$ cat config.mk
export PLATFORM = sky130hd
export DESIGN_NAME = secondary_event_flag_latches
export DESIGN_NICKNAME = d
export VERILOG_FILES = /design/src/hw/secondary_event_flag_latches.v
export VERILOG_INCLUDE_DIRS = /design/src /design/src/hw
export SDC_FILE = /design/constraint.sdc
export NUM_CORES = 1
export LEC_CHECK = 0
export BUFFER_PORTS_ARGS = -buffer_cell sky130_fd_sc_hd__buf_2
export CAP_MARGIN = 20
export CORE_AREA = 2 2 106 108
export CTS_BUF_LIST = sky130_fd_sc_hd__clkbuf_16
export DETAILED_ROUTE_END_ITERATION = 6
export DIE_AREA = 0 0 108 110
export SETUP_SLACK_MARGIN = 0.5
export SKIP_LAST_GASP = 1
export SLEW_MARGIN = 20
export SYNTH_ARGS = -nofsm -noshare
export SYNTH_HDL_FRONTEND = slang
export SYNTH_SLANG_ARGS = --single-unit
$ cat constraint.sdc
create_clock -name pclk -period 3.15 [get_ports pclk]
set_input_delay 0.1575 -clock pclk [delete_from_list [all_inputs] [get_ports pclk]]
set_output_delay 0.1575 -clock pclk [all_outputs]
set_load 0.02 [all_outputs]
$ cat src/hw/event_flag_regs.vh
`ifndef EVENT_FLAG_REGS_VH
`define EVENT_FLAG_REGS_VH

// ----------------------------------------
// register indices (byte address = 4 * index)
// ----------------------------------------
`define POWER_STATE_EVENT_FLAGS_IDX 16'h4012
`define REGULATOR_UNDERVOLTAGE_FLAGS_IDX 16'h4013
`define CONVERTER_OSCILLATOR_FLAGS_IDX 16'h4014
`define IRQ_CONFIG_IDX 16'h4017
`define SYSTEM_SUMMARY_IDX 16'h4010

// ----------------------------------------
// implemented bit masks
// ----------------------------------------
`define POWER_STATE_MASK 16'h0037
`define REGULATOR_UV_MASK 16'h03FF
`define CONVERTER_OSC_MASK 16'h03CF

// ----------------------------------------
// field positions
// ----------------------------------------
`define MEM_COMMAND_DONE_BIT 5
`define MEM_COMMAND_FAIL_BIT 4
`define POWERUP_RESET_BIT 2
`define ENTER_LOWPOWER_BIT 1
`define ENTER_ACTIVE_BIT 0
`define BUCK_OVERCURRENT_LSB 8
`define OSC_START_FAIL_BIT 7
`define OSC_TAMPER_BIT 6
`define MEM_SUMMARY_BIT 4
`define REQUEST_PIN_MASK_BIT 0

// ----------------------------------------
// reset values
// ----------------------------------------
`define FLAGS_RESET 16'h0000
`define REQUEST_PIN_MASK_RESET 1'b0

`endif

$ cat src/hw/secondary_event_flag_latches.v
// The implementer's own choice: the APB register port.
`timescale 1ns/1ps
`default_nettype none
`include "event_flag_regs.vh"

// Function
// - every flag is sticky and clears only when software writes a one to its bit.
// - power-state bit 5 sets on a rising memory command done indication.
// - power-state bit 4 sets on a rising memory command fail indication.
// - power-state bit 2 sets on a rising power-on reset event.
// - power-state bit 1 sets on a rising entry into sleep or off.
// - power-state bit 0 sets on a rising entry into the on state.
// - regulator register bits 0 to 9 set on rising undervoltage of regulators 1 to 10.
// - converter register bits 8,9 set on rising overcurrent, bits 0 to 3 on rising undervoltage.
// - converter register bit 7 sets on a rising oscillator start failure.
// - converter register bit 6 sets on either edge of the oscillator tamper signal.
// - the three registers sit at indices 4012h to 4014h and reset cleared.
// - the memory summary bit is high while a memory command flag is set.
// - a set request pin mask keeps the interrupt request inactive.
module secondary_event_flag_latches #(
  parameter ADDR_WIDTH = 18
) (
  input wire pclk,
  input wire presetn,
  input wire psel,
  input wire penable,
  input wire pwrite,
  input wire [ADDR_WIDTH-1:0] paddr,
  input wire [31:0] pwdata,
  output reg [31:0] prdata,
  output reg pready,
  output reg pslverr,
  input wire mem_command_done,
  input wire mem_command_fail,
  input wire powerup_reset_event,
  input wire enter_lowpower,
  input wire enter_active,
  input wire [9:0] linreg_undervolt,
  input wire [1:0] buck_overcurrent,
  input wire [3:0] buck_undervolt,
  input wire osc_start_fail,
  input wire osc_tamper,
  output reg mem_summary,
  output reg irq_request
);

  // ----------------------------------------
  // event synchronisers and edge detect
  // ----------------------------------------
  localparam NEV = 23;

  // ----------------------------------------
  // event slot map
  // ----------------------------------------
  localparam EV_DONE = 0;
  localparam EV_FAIL = 1;
  localparam EV_POR = 2;
  localparam EV_LOWPOWER = 3;
  localparam EV_ACTIVE = 4;
  localparam EV_LINREG = 5;
  localparam EV_BUCK_OC = 15;
  localparam EV_BUCK_UV = 17;
  localparam EV_OSC_START = 21;
  localparam EV_OSC_TAMPER = 22;

  wire [NEV-1:0] ev_raw;
  wire [NEV-1:0] rise;
  wire [NEV-1:0] either;

  assign ev_raw = {osc_tamper, osc_start_fail, buck_undervolt, buck_overcurrent, linreg_undervolt,
                   enter_active, enter_lowpower, powerup_reset_event, mem_command_fail, mem_command_done};

  // two flops against metastability, a third for the edge
  genvar gi;
  generate
    for (gi = 0; gi < NEV; gi = gi + 1) begin : g_event
      reg sync1;
      reg sync2;
      reg sync3;
      always @(posedge pclk or negedge presetn) begin
        if (!presetn) begin
          sync1 <= 1'b0;
          sync2 <= 1'b0;
          sync3 <= 1'b0;
        end else begin
          sync1 <= ev_raw[gi];
          sync2 <= sync1;
          sync3 <= sync2;
        end
      end
      assign rise[gi] = sync2 & ~sync3;
      assign either[gi] = sync2 ^ sync3;
    end
  endgenerate

  // ----------------------------------------
  // set vectors per register
  // ----------------------------------------
  wire [15:0] set_ps;
  wire [15:0] set_uv;
  wire [15:0] set_co;

  assign set_ps[15:6] = 10'h000;
  assign set_ps[`MEM_COMMAND_DONE_BIT] = rise[EV_DONE];
  assign set_ps[`MEM_COMMAND_FAIL_BIT] = rise[EV_FAIL];
  assign set_ps[3] = 1'b0;
  assign set_ps[`POWERUP_RESET_BIT] = rise[EV_POR];
  assign set_ps[`ENTER_LOWPOWER_BIT] = rise[EV_LOWPOWER];
  assign set_ps[`ENTER_ACTIVE_BIT] = rise[EV_ACTIVE];
  assign set_uv[15:10] = 6'h00;
  assign set_uv[9:0] = rise[EV_LINREG+9:EV_LINREG];
  assign set_co[15:10] = 6'h00;
  assign set_co[`BUCK_OVERCURRENT_LSB+1:`BUCK_OVERCURRENT_LSB] = rise[EV_BUCK_OC+1:EV_BUCK_OC];
  assign set_co[`OSC_START_FAIL_BIT] = rise[EV_OSC_START];
  assign set_co[`OSC_TAMPER_BIT] = either[EV_OSC_TAMPER];
  assign set_co[5:4] = 2'b00;
  assign set_co[3:0] = rise[EV_BUCK_UV+3:EV_BUCK_UV];

  // ----------------------------------------
  // apb decode
  // ----------------------------------------
  wire access;
  wire wr;
  wire sel_ps;
  wire sel_uv;
  wire sel_co;
  wire sel_cfg;
  wire sel_sum;
  wire [ADDR_WIDTH-1:0] a_ps;
  wire [ADDR_WIDTH-1:0] a_uv;
  wire [ADDR_WIDTH-1:0] a_co;
  wire [ADDR_WIDTH-1:0] a_cfg;
  wire [ADDR_WIDTH-1:0] a_sum;

  // byte address is the word index shifted up by two
  assign a_ps = {`POWER_STATE_EVENT_FLAGS_IDX, 2'b00};
  assign a_uv = {`REGULATOR_UNDERVOLTAGE_FLAGS_IDX, 2'b00};
  assign a_co = {`CONVERTER_OSCILLATOR_FLAGS_IDX, 2'b00};
  assign a_cfg = {`IRQ_CONFIG_IDX, 2'b00};
  assign a_sum = {`SYSTEM_SUMMARY_IDX, 2'b00};
  assign access = psel & penable & pready;
  assign wr = access & pwrite;
  assign sel_ps = (paddr == a_ps);
  assign sel_uv = (paddr == a_uv);
  assign sel_co = (paddr == a_co);
  assign sel_cfg = (paddr == a_cfg);
  assign sel_sum = (paddr == a_sum);

  // ----------------------------------------
  // flag registers
  // ----------------------------------------
  reg [15:0] power_state_event_flags;
  reg [15:0] regulator_undervoltage_flags;
  reg [15:0] converter_oscillator_flags;
  reg request_pin_mask;
  wire [15:0] clr_ps;
  wire [15:0] clr_uv;
  wire [15:0] clr_co;
  wire [15:0] next_ps;
  wire [15:0] next_uv;
  wire [15:0] next_co;

  wire we_ps;
  wire we_uv;
  wire we_co;

  assign we_ps = wr & sel_ps;
  assign we_uv = wr & sel_uv;
  assign we_co = wr & sel_co;
  assign clr_ps = we_ps ? pwdata[15:0] : 16'h0000;
  assign clr_uv = we_uv ? pwdata[15:0] : 16'h0000;
  assign clr_co = we_co ? pwdata[15:0] : 16'h0000;
  // set wins over a same-cycle clear
  assign next_ps = ((power_state_event_flags & ~clr_ps) | set_ps) & `POWER_STATE_MASK;
  assign next_uv = ((regulator_undervoltage_flags & ~clr_uv) | set_uv) & `REGULATOR_UV_MASK;
  assign next_co = ((converter_oscillator_flags & ~clr_co) | set_co) & `CONVERTER_OSC_MASK;

  always @(posedge pclk or negedge presetn) begin
    if (!presetn) begin
      power_state_event_flags <= `FLAGS_RESET;
    end else begin
      power_state_event_flags <= next_ps;
    end
  end

  always @(posedge pclk or negedge presetn) begin
    if (!presetn) begin
      regulator_undervoltage_flags <= `FLAGS_RESET;
    end else begin
      regulator_undervoltage_flags <= next_uv;
    end
  end

  always @(posedge pclk or negedge presetn) begin
    if (!presetn) begin
      converter_oscillator_flags <= `FLAGS_RESET;
    end else begin
      converter_oscillator_flags <= next_co;
    end
  end

  // ----------------------------------------
  // request pin mask
  // ----------------------------------------
  wire next_mask;

  // request drops on the same edge as the mask write
  assign next_mask = (wr && sel_cfg) ? pwdata[`REQUEST_PIN_MASK_BIT] : request_pin_mask;

  always @(posedge pclk or negedge presetn) begin
    if (!presetn) begin
      request_pin_mask <= `REQUEST_PIN_MASK_RESET;
    end else begin
      request_pin_mask <= next_mask;
    end
  end

  // ----------------------------------------
  // summary and request outputs
  // ----------------------------------------
  wire next_summary;
  wire next_irq;
  wire any_pending;

  assign any_pending = (|next_ps) | (|next_uv) | (|next_co);
  assign next_summary = next_ps[`MEM_COMMAND_DONE_BIT] | next_ps[`MEM_COMMAND_FAIL_BIT];
  assign next_irq = ~next_mask & any_pending;

  always @(posedge pclk or negedge presetn) begin
    if (!presetn) begin
      mem_summary <= 1'b0;
    end else begin
      mem_summary <= next_summary;
    end
  end

  always @(posedge pclk or negedge presetn) begin
    if (!presetn) begin
      irq_request <= 1'b0;
    end else begin
      irq_request <= next_irq;
    end
  end

  // ----------------------------------------
  // apb answer: one wait state, read data registered
  // ----------------------------------------
  reg [31:0] next_rdata;
  wire mapped;

  assign mapped = sel_ps | sel_uv | sel_co | sel_cfg | sel_sum;

  always @* begin
    next_rdata = 32'h0000_0000;
    if (sel_ps) begin
      next_rdata = {16'h0000, power_state_event_flags};
    end else if (sel_uv) begin
      next_rdata = {16'h0000, regulator_undervoltage_flags};
    end else if (sel_co) begin
      next_rdata = {16'h0000, converter_oscillator_flags};
    end else if (sel_cfg) begin
      next_rdata = {31'h0000_0000, request_pin_mask};
    end else if (sel_sum) begin
      next_rdata = {27'h000_0000, mem_summary, 4'h0};
    end
  end

  wire next_ready;
  wire next_err;
  wire [31:0] next_prdata;

  assign next_ready = psel & penable & ~pready;
  assign next_err = next_ready & ~mapped;
  // data only in the answer cycle of a read
  assign next_prdata = (next_ready & ~pwrite) ? next_rdata : 32'h0000_0000;

  always @(posedge pclk or negedge presetn) begin
    if (!presetn) begin
      pready <= 1'b0;
    end else begin
      pready <= next_ready;
    end
  end

  always @(posedge pclk or negedge presetn) begin
    if (!presetn) begin
      pslverr <= 1'b0;
    end else begin
      pslverr <= next_err;
    end
  end

  always @(posedge pclk or negedge presetn) begin
    if (!presetn) begin
      prdata <= 32'h0000_0000;
    end else begin
      prdata <= next_prdata;
    end
  end

endmodule // secondary_event_flag_latches
`default_nettype wire

# [Word level (Yosys, flattened, before mapping)]
# Index checks and enable logic that the tools add are counted.
# W data, S select, Z words.
[word_totals] reg_bits=129 in_bits=78 output_inout_bits=36
[classes] n_bitwise=75 n_mux=10 eq_ne=5 n_reduce_logical=4
[ops] cell="$mux W32" count=5
[ops] cell="$eq A18 B17 Y1 const B" count=5
[ops] cell="$and A1 B1 Y1" count=32
[ops] cell="$not A1 Y1" count=26
[ops] cell="$and A10 B10 Y10" count=2
[ops] cell="$mux W10" count=2
[ops] cell="$not A10 Y10" count=2
[ops] cell="$or A10 B10 Y10" count=2
[ops] cell="$reduce_or A10 Y1" count=1
[ops] cell="$reduce_or A8 Y1" count=1
[ops] cell="$or A1 B1 Y1" count=7
[ops] cell="$and A6 B6 Y6" count=1
[ops] cell="$mux W6" count=1
[ops] cell="$not A6 Y6" count=1
[ops] cell="$or A6 B6 Y6" count=1
[ops] cell="$mux W5" count=1
[ops] cell="$reduce_or A5 Y1" count=1
[ops] cell="$logic_and A1 B1 Y1" count=1
[ops] cell="$mux W1" count=1
[ops] cell="$xor A1 B1 Y1" count=1

# [Depth between registers and ports, before layout]
[logic_depth] depth_word=12 depth_mapped=8 ltp_nobuf=6

# [Worst setup path before layout]
# Ideal clock, no wire load.
[synth_path] kind="register to register" startpoint="reg pready" endpoint="reg irq_request" slack_ns=0.795 arrival_ns=2.222 path_buffers=2 stages_incl_launch_ff=9 period_less_slack_ns=2.355 path_cell_list="dfrtp_1 and4_1 clkbuf_2 nand2_1 clkbuf_1 o32a_1 or4_1 nor4_1 a31oi_1"
[synth_between] elab_chain_len=11 elab_cells_between_ends=26
[synth_rtl] item="from (decl)" line_no="secondary_event_flag_latches.v:31" source="output reg pready,"
[synth_rtl] item="from (signal assigned)" line_no="secondary_event_flag_latches.v:281" source="pready <= next_ready;"
[synth_rtl] item="$and A1 B1 Y1" line_no="secondary_event_flag_latches.v:141" source="assign access = psel & penable & pready;"
[synth_rtl] item="$and A1 B1 Y1" line_no="secondary_event_flag_latches.v:142" source="assign wr = access & pwrite;"
[synth_rtl] item="$and A1 B1 Y1" line_no="secondary_event_flag_latches.v:168" source="assign we_uv = wr & sel_uv;"
[synth_rtl] item="$mux W10" line_no="secondary_event_flag_latches.v:171" source="assign clr_uv = we_uv ? pwdata[15:0] : 16'h0000;"
[synth_rtl] item="$not A10 Y10" line_no="secondary_event_flag_latches.v:175" source="assign next_uv = ((regulator_undervoltage_flags & ~clr_uv) | set_uv) & `REGULATOR_UV_MASK;"
[synth_rtl] item="$and A10 B10 Y10" line_no="secondary_event_flag_latches.v:175"
[synth_rtl] item="$or A10 B10 Y10" line_no="secondary_event_flag_latches.v:175"
[synth_rtl] item="named net next_uv[3]" line_no="secondary_event_flag_latches.v:160" source="wire [15:0] next_uv;"
[synth_rtl] item="$reduce_or A10 Y1" line_no="secondary_event_flag_latches.v:225" source="assign any_pending = (|next_ps) | (|next_uv) | (|next_co);"
[synth_rtl] item="$or A1 B1 Y1 (2 in series)" line_no="secondary_event_flag_latches.v:225"
[synth_rtl] item="$and A1 B1 Y1" line_no="secondary_event_flag_latches.v:227" source="assign next_irq = ~next_mask & any_pending;"
[synth_rtl] item="named net next_irq" line_no="secondary_event_flag_latches.v:222" source="wire next_irq;"
[synth_rtl] item="to (signal assigned)" line_no="secondary_event_flag_latches.v:241" source="irq_request <= next_irq;"
[synth_rtl] item="to (decl)" line_no="secondary_event_flag_latches.v:44" source="output reg irq_request"
# The timed path passes the listed nets, and every way through them passes these cells.

# [Worst setup path in the final report]
# Ends and elaborated chain as after synthesis.

==> summary.md <==
| Metric | Value |
|---|---|
| Top FF cell, synth | `dfrtp_1` |
| Share of cells above drive strength 1 | `24.5%` |
| Logic pwr share | `between 5 and 6%` |
| CTS root buf | `clkbuf_16` |
| Static leakage | `about 2.2 nW` |
| Via Count | `roughly 2400` |
| First-pass GRT wire length | `~12000 um` |
| Cell Rows | `38` |
| Crit-path max FO | `12` |
| RD Place Congestion | `about 0.78` |
| Drt first pass iters | `4` |
| Largest net degree at the start of global routing | `48` |
| Yosys top cell area share | `roughly 70%` |
| Fin. Hold Viols | `0` |
| CTS clock-pin slew for the worst setup and hold paths | `roughly 0.070 ns` |
| Peak VDD IR | `slightly below 0.3 mV` |
| CTS tree | `yes` |
| Reg2Reg Depth | `7` |
| Overall routing resource usage | `a little over an eighth` |
| Final setup viols | `0` |
| Die ar. | `~0.012 sq mm` |
| # fillers | `1000` |
| Synth Cell Area | `0.00388 sq mm` |
| RSZ-0062 raised after global routing | `no` |
| Synth Area per Inst | `13.3 sq um` |
| Vias per cell | `~4.5` |
| Pwr per Cell Area | `about 560 mW/mm^2` |
| Clock Sinks | `107` |
| Placed inst area | `about 0.0043 sq mm` |
| Multi-input gate area | `roughly 0.0010 sq mm` |
| Total power | `2.76 mW` |
| DR WL/cell | `13.3 um` |
| Flops & latches, synth | `107` |
| F_max | `0.402 GHz` |
| Total setup buffers inserted after CTS | `0` |
| HPWL Detailed | `roughly 5200 um` |
| DRC viols | `0` |
| Slew Limit Fails | `0` |
| Width of the die | `108 um` |
| Yosys cell types | `46` |
| H-tree depth | `3` |
| Diode count | `0` |
| Worst R2R Setup Slack | `approximately 0.66 ns` |
| CP arrival | `about 2.7 ns` |
| Status | `finished, final reports clean` |
| Synth area leader | `dfrtp_1` |
| RR Endpoint | `irq_request` |
| Crit share post-route | `79.0%` |
| Post-route minimum period | `around 2.5 ns` |
| Relative slew slack | `between 50% and 60%` |
| Area growth syn-to-layout | `26.1%` |
| WL final | `just over 7000 um` |
| Antenna Nets Post-Route | `0` |
| Setup TNS | `0 ns` |
| Sw Ratio | `20.9%` |
| Crit Path Category | `reg2reg` |
| Min-Delay Path Class | `in2reg` |
| Initial DRC Count | `~140` |
| Final instance area | `between 0.004 and 0.005 sq mm` |
| Die Y-Extent | `roughly 110 um` |
| Ports | `114` |
| Switching pwr | `about 0.57 mW` |
| Crit. End Element | `register` |
| Clk Latency, worst-skew pair | `around 0.33 ns` |
| Register area share after synthesis | `around 69%` |
| Reg area | `0.00268 sq mm` |
| Reg2reg start | `pready` |
| Post-Syn Instances | `~290` |
| Worst clock skew | `roughly 0.0045 ns` |
| Cell internal pwr | `roughly 2.2 mW` |
| Async S/R FF share, synth | `between 90% and 100%` |
| Core area | `approximately 0.011 sq mm` |
| Clock power frac | `42.1%` |
| Area contributors post-synth | `dfrtp_1, buf_4, nand2b_1, o32a_1, nor2_1` |
| Nets | `473` |
| Hold_sp | `pwdata[8]` |
| Max Cap Viol | `0` |
| Total CTS buffers | `9` |
| Antenna violations before repair | `1` |
| WHS Endpoint | `converter_oscillator_flags[8]` |
| CP startpoint kind | `register` |
| Reg power frac | `between 50% and 60%` |
| Vias in the first global route | `2439` |
| PortBufs | `69` |
| WP data required | `between 3 and 4 ns` |
| Maximum clock path buffer count | `2` |
| Global route total overflow | `0` |
| Worst Tran Pin Value | `0.701 ns` |
| Finished Layout Cells | `540` |
| Ys Warns | `0` |
| Hold path cells | `3` |
| Initial core utilization | `36.3%` |
| Placed insts | `500` |
| Number of enable flip-flop cells after synthesis | `0` |
[worst max path at each step]
stage,cells after the start,start,slack (ns),to
finish,7,pready,0.66,irq_request
global route,7,pready,0.50,irq_request
CTS,7,pready,0.60,irq_request
detailed placement,6,pready,0.48,irq_request
global placement,6,pready,0.51,irq_request
floorplan,8,pready,0.79,irq_request
[layout make-up]
type,instances,area share (%)
Tap cell,140,3.58
Sequential cell,107,54.7
Timing Repair Buffer,97,12.6
Inverter,16,1.23
Clock inverter,7,1.89
Clock buffer,9,4.60
Multi-Input combinational cell,164,21.4
[layer usage]
layer | part of all wire (%) | vias up | GRT usage (%)
met1 | 44 | 1161 | 17.4
met4 | 0.97 | 0 | 4.95
li1 | - | 1183 | -
met3 | 6.0 | 6 | 4.23
met2 | 49 | 77 | 21.1
met5 | 0 | - | 0
[cells by family after synthesis]
kind of cell / share of synthesized area [%]
AOI/OAI and AO/OA: 9.25
other: 0.0966
DFF: 68.9
and+or+nand+nor: 14.9
muxes: 0.290
buffers and inverters: 6.25
xor gates and xnor gates: 0.226
[critical path, cell delays in order (launching register included)]
cell     delay [ns]
dfrtp_1        0.37
and4_2         0.35
nand2_1        0.08
buf_4          0.19
o32a_1         0.37
or4_1          0.52
nor4_1         0.34
a31oi_1        0.14
[state kept, by name, summed over array words and instances, names as in the netlist]
signal	flops
g_event.sync2	23
power_state_event_flags	5
request_pin_mask	1
prdata	10
regulator_undervoltage_flags	10
g_event.sync1	23
pslverr	1
pready	1
g_event.sync3	23
mem_summary	1
converter_oscillator_flags	8
irq_request	1
[power groups by stage]
stage / clock (mW) / sequential [mW] / combinational, mW
final: 1.16 / 1.43 / 0.160
after global routing: 1.26 / 1.44 / 0.182
after CTS: 1.20 / 1.43 / 0.163
after detailed placement: 0 / 1.46 / 0.140
after global placement: 0 / 1.46 / 0.138
after floorplan: 0 / 1.46 / 0.0783
[synthesized netlist by cell type (2+ instances only)]
| cell type | n |
|---|---|
| dfrtp_1 | 107 |
| buf_4 | 22 |
| nor2_1 | 22 |
| nand2b_1 | 18 |
| inv_1 | 16 |
| nor2b_1 | 12 |
| o32a_1 | 11 |
| nand2_1 | 10 |
| a22oi_1 | 6 |
| o21ai_0 | 6 |
| o31ai_1 | 6 |
| nand3_1 | 5 |
| nor4_1 | 5 |
| nor3_1 | 3 |
| or4_1 | 3 |
| a21o_1 | 2 |
| a21oi_1 | 2 |
| a222oi_1 | 2 |
| a22o_1 | 2 |
| a32oi_1 | 2 |
| nand4_1 | 2 |
| nor4_4 | 2 |
| o31a_1 | 2 |
| or2_2 | 2 |
[timing repair]
item	in CTS	in global routing
hold buffers	24	0
endpoints found under the setup margin	1	1
gates resized for setup	1	1
endpoints found under the hold margin	68	0
gates cloned	0	0
[cells in the final DEF (no fill, tap or decap), drive strengths merged, types with 5 or more instances in the layout]
master,synthesis,layout
a22oi,6,6
buf,24,73
clkbuf,2,9
conb,1,22
dfrtp,107,107
dlygate4sd3,0,24
inv,16,18
nand2,10,10
nand2b,18,18
nand3,5,5
nor2,22,22
nor2b,12,12
nor4,7,7
o21ai,6,6
o31ai,6,6
o32a,11,11
[through the flow]
step / hold slack [ns] / setup slack [ns] / util [%]
after floorplan: -0.138 / 0.795 / -
after global placement: 0.189 / 0.509 / 40.5
after detailed placement: 0.195 / 0.481 / 40.5
after CTS: 0.107 / 0.603 / 45.8
after global routing: 0.118 / 0.501 / 45.8
final: 0.123 / 0.663 / 45.8
Note: power is estimated with default switching activity, not from simulation.
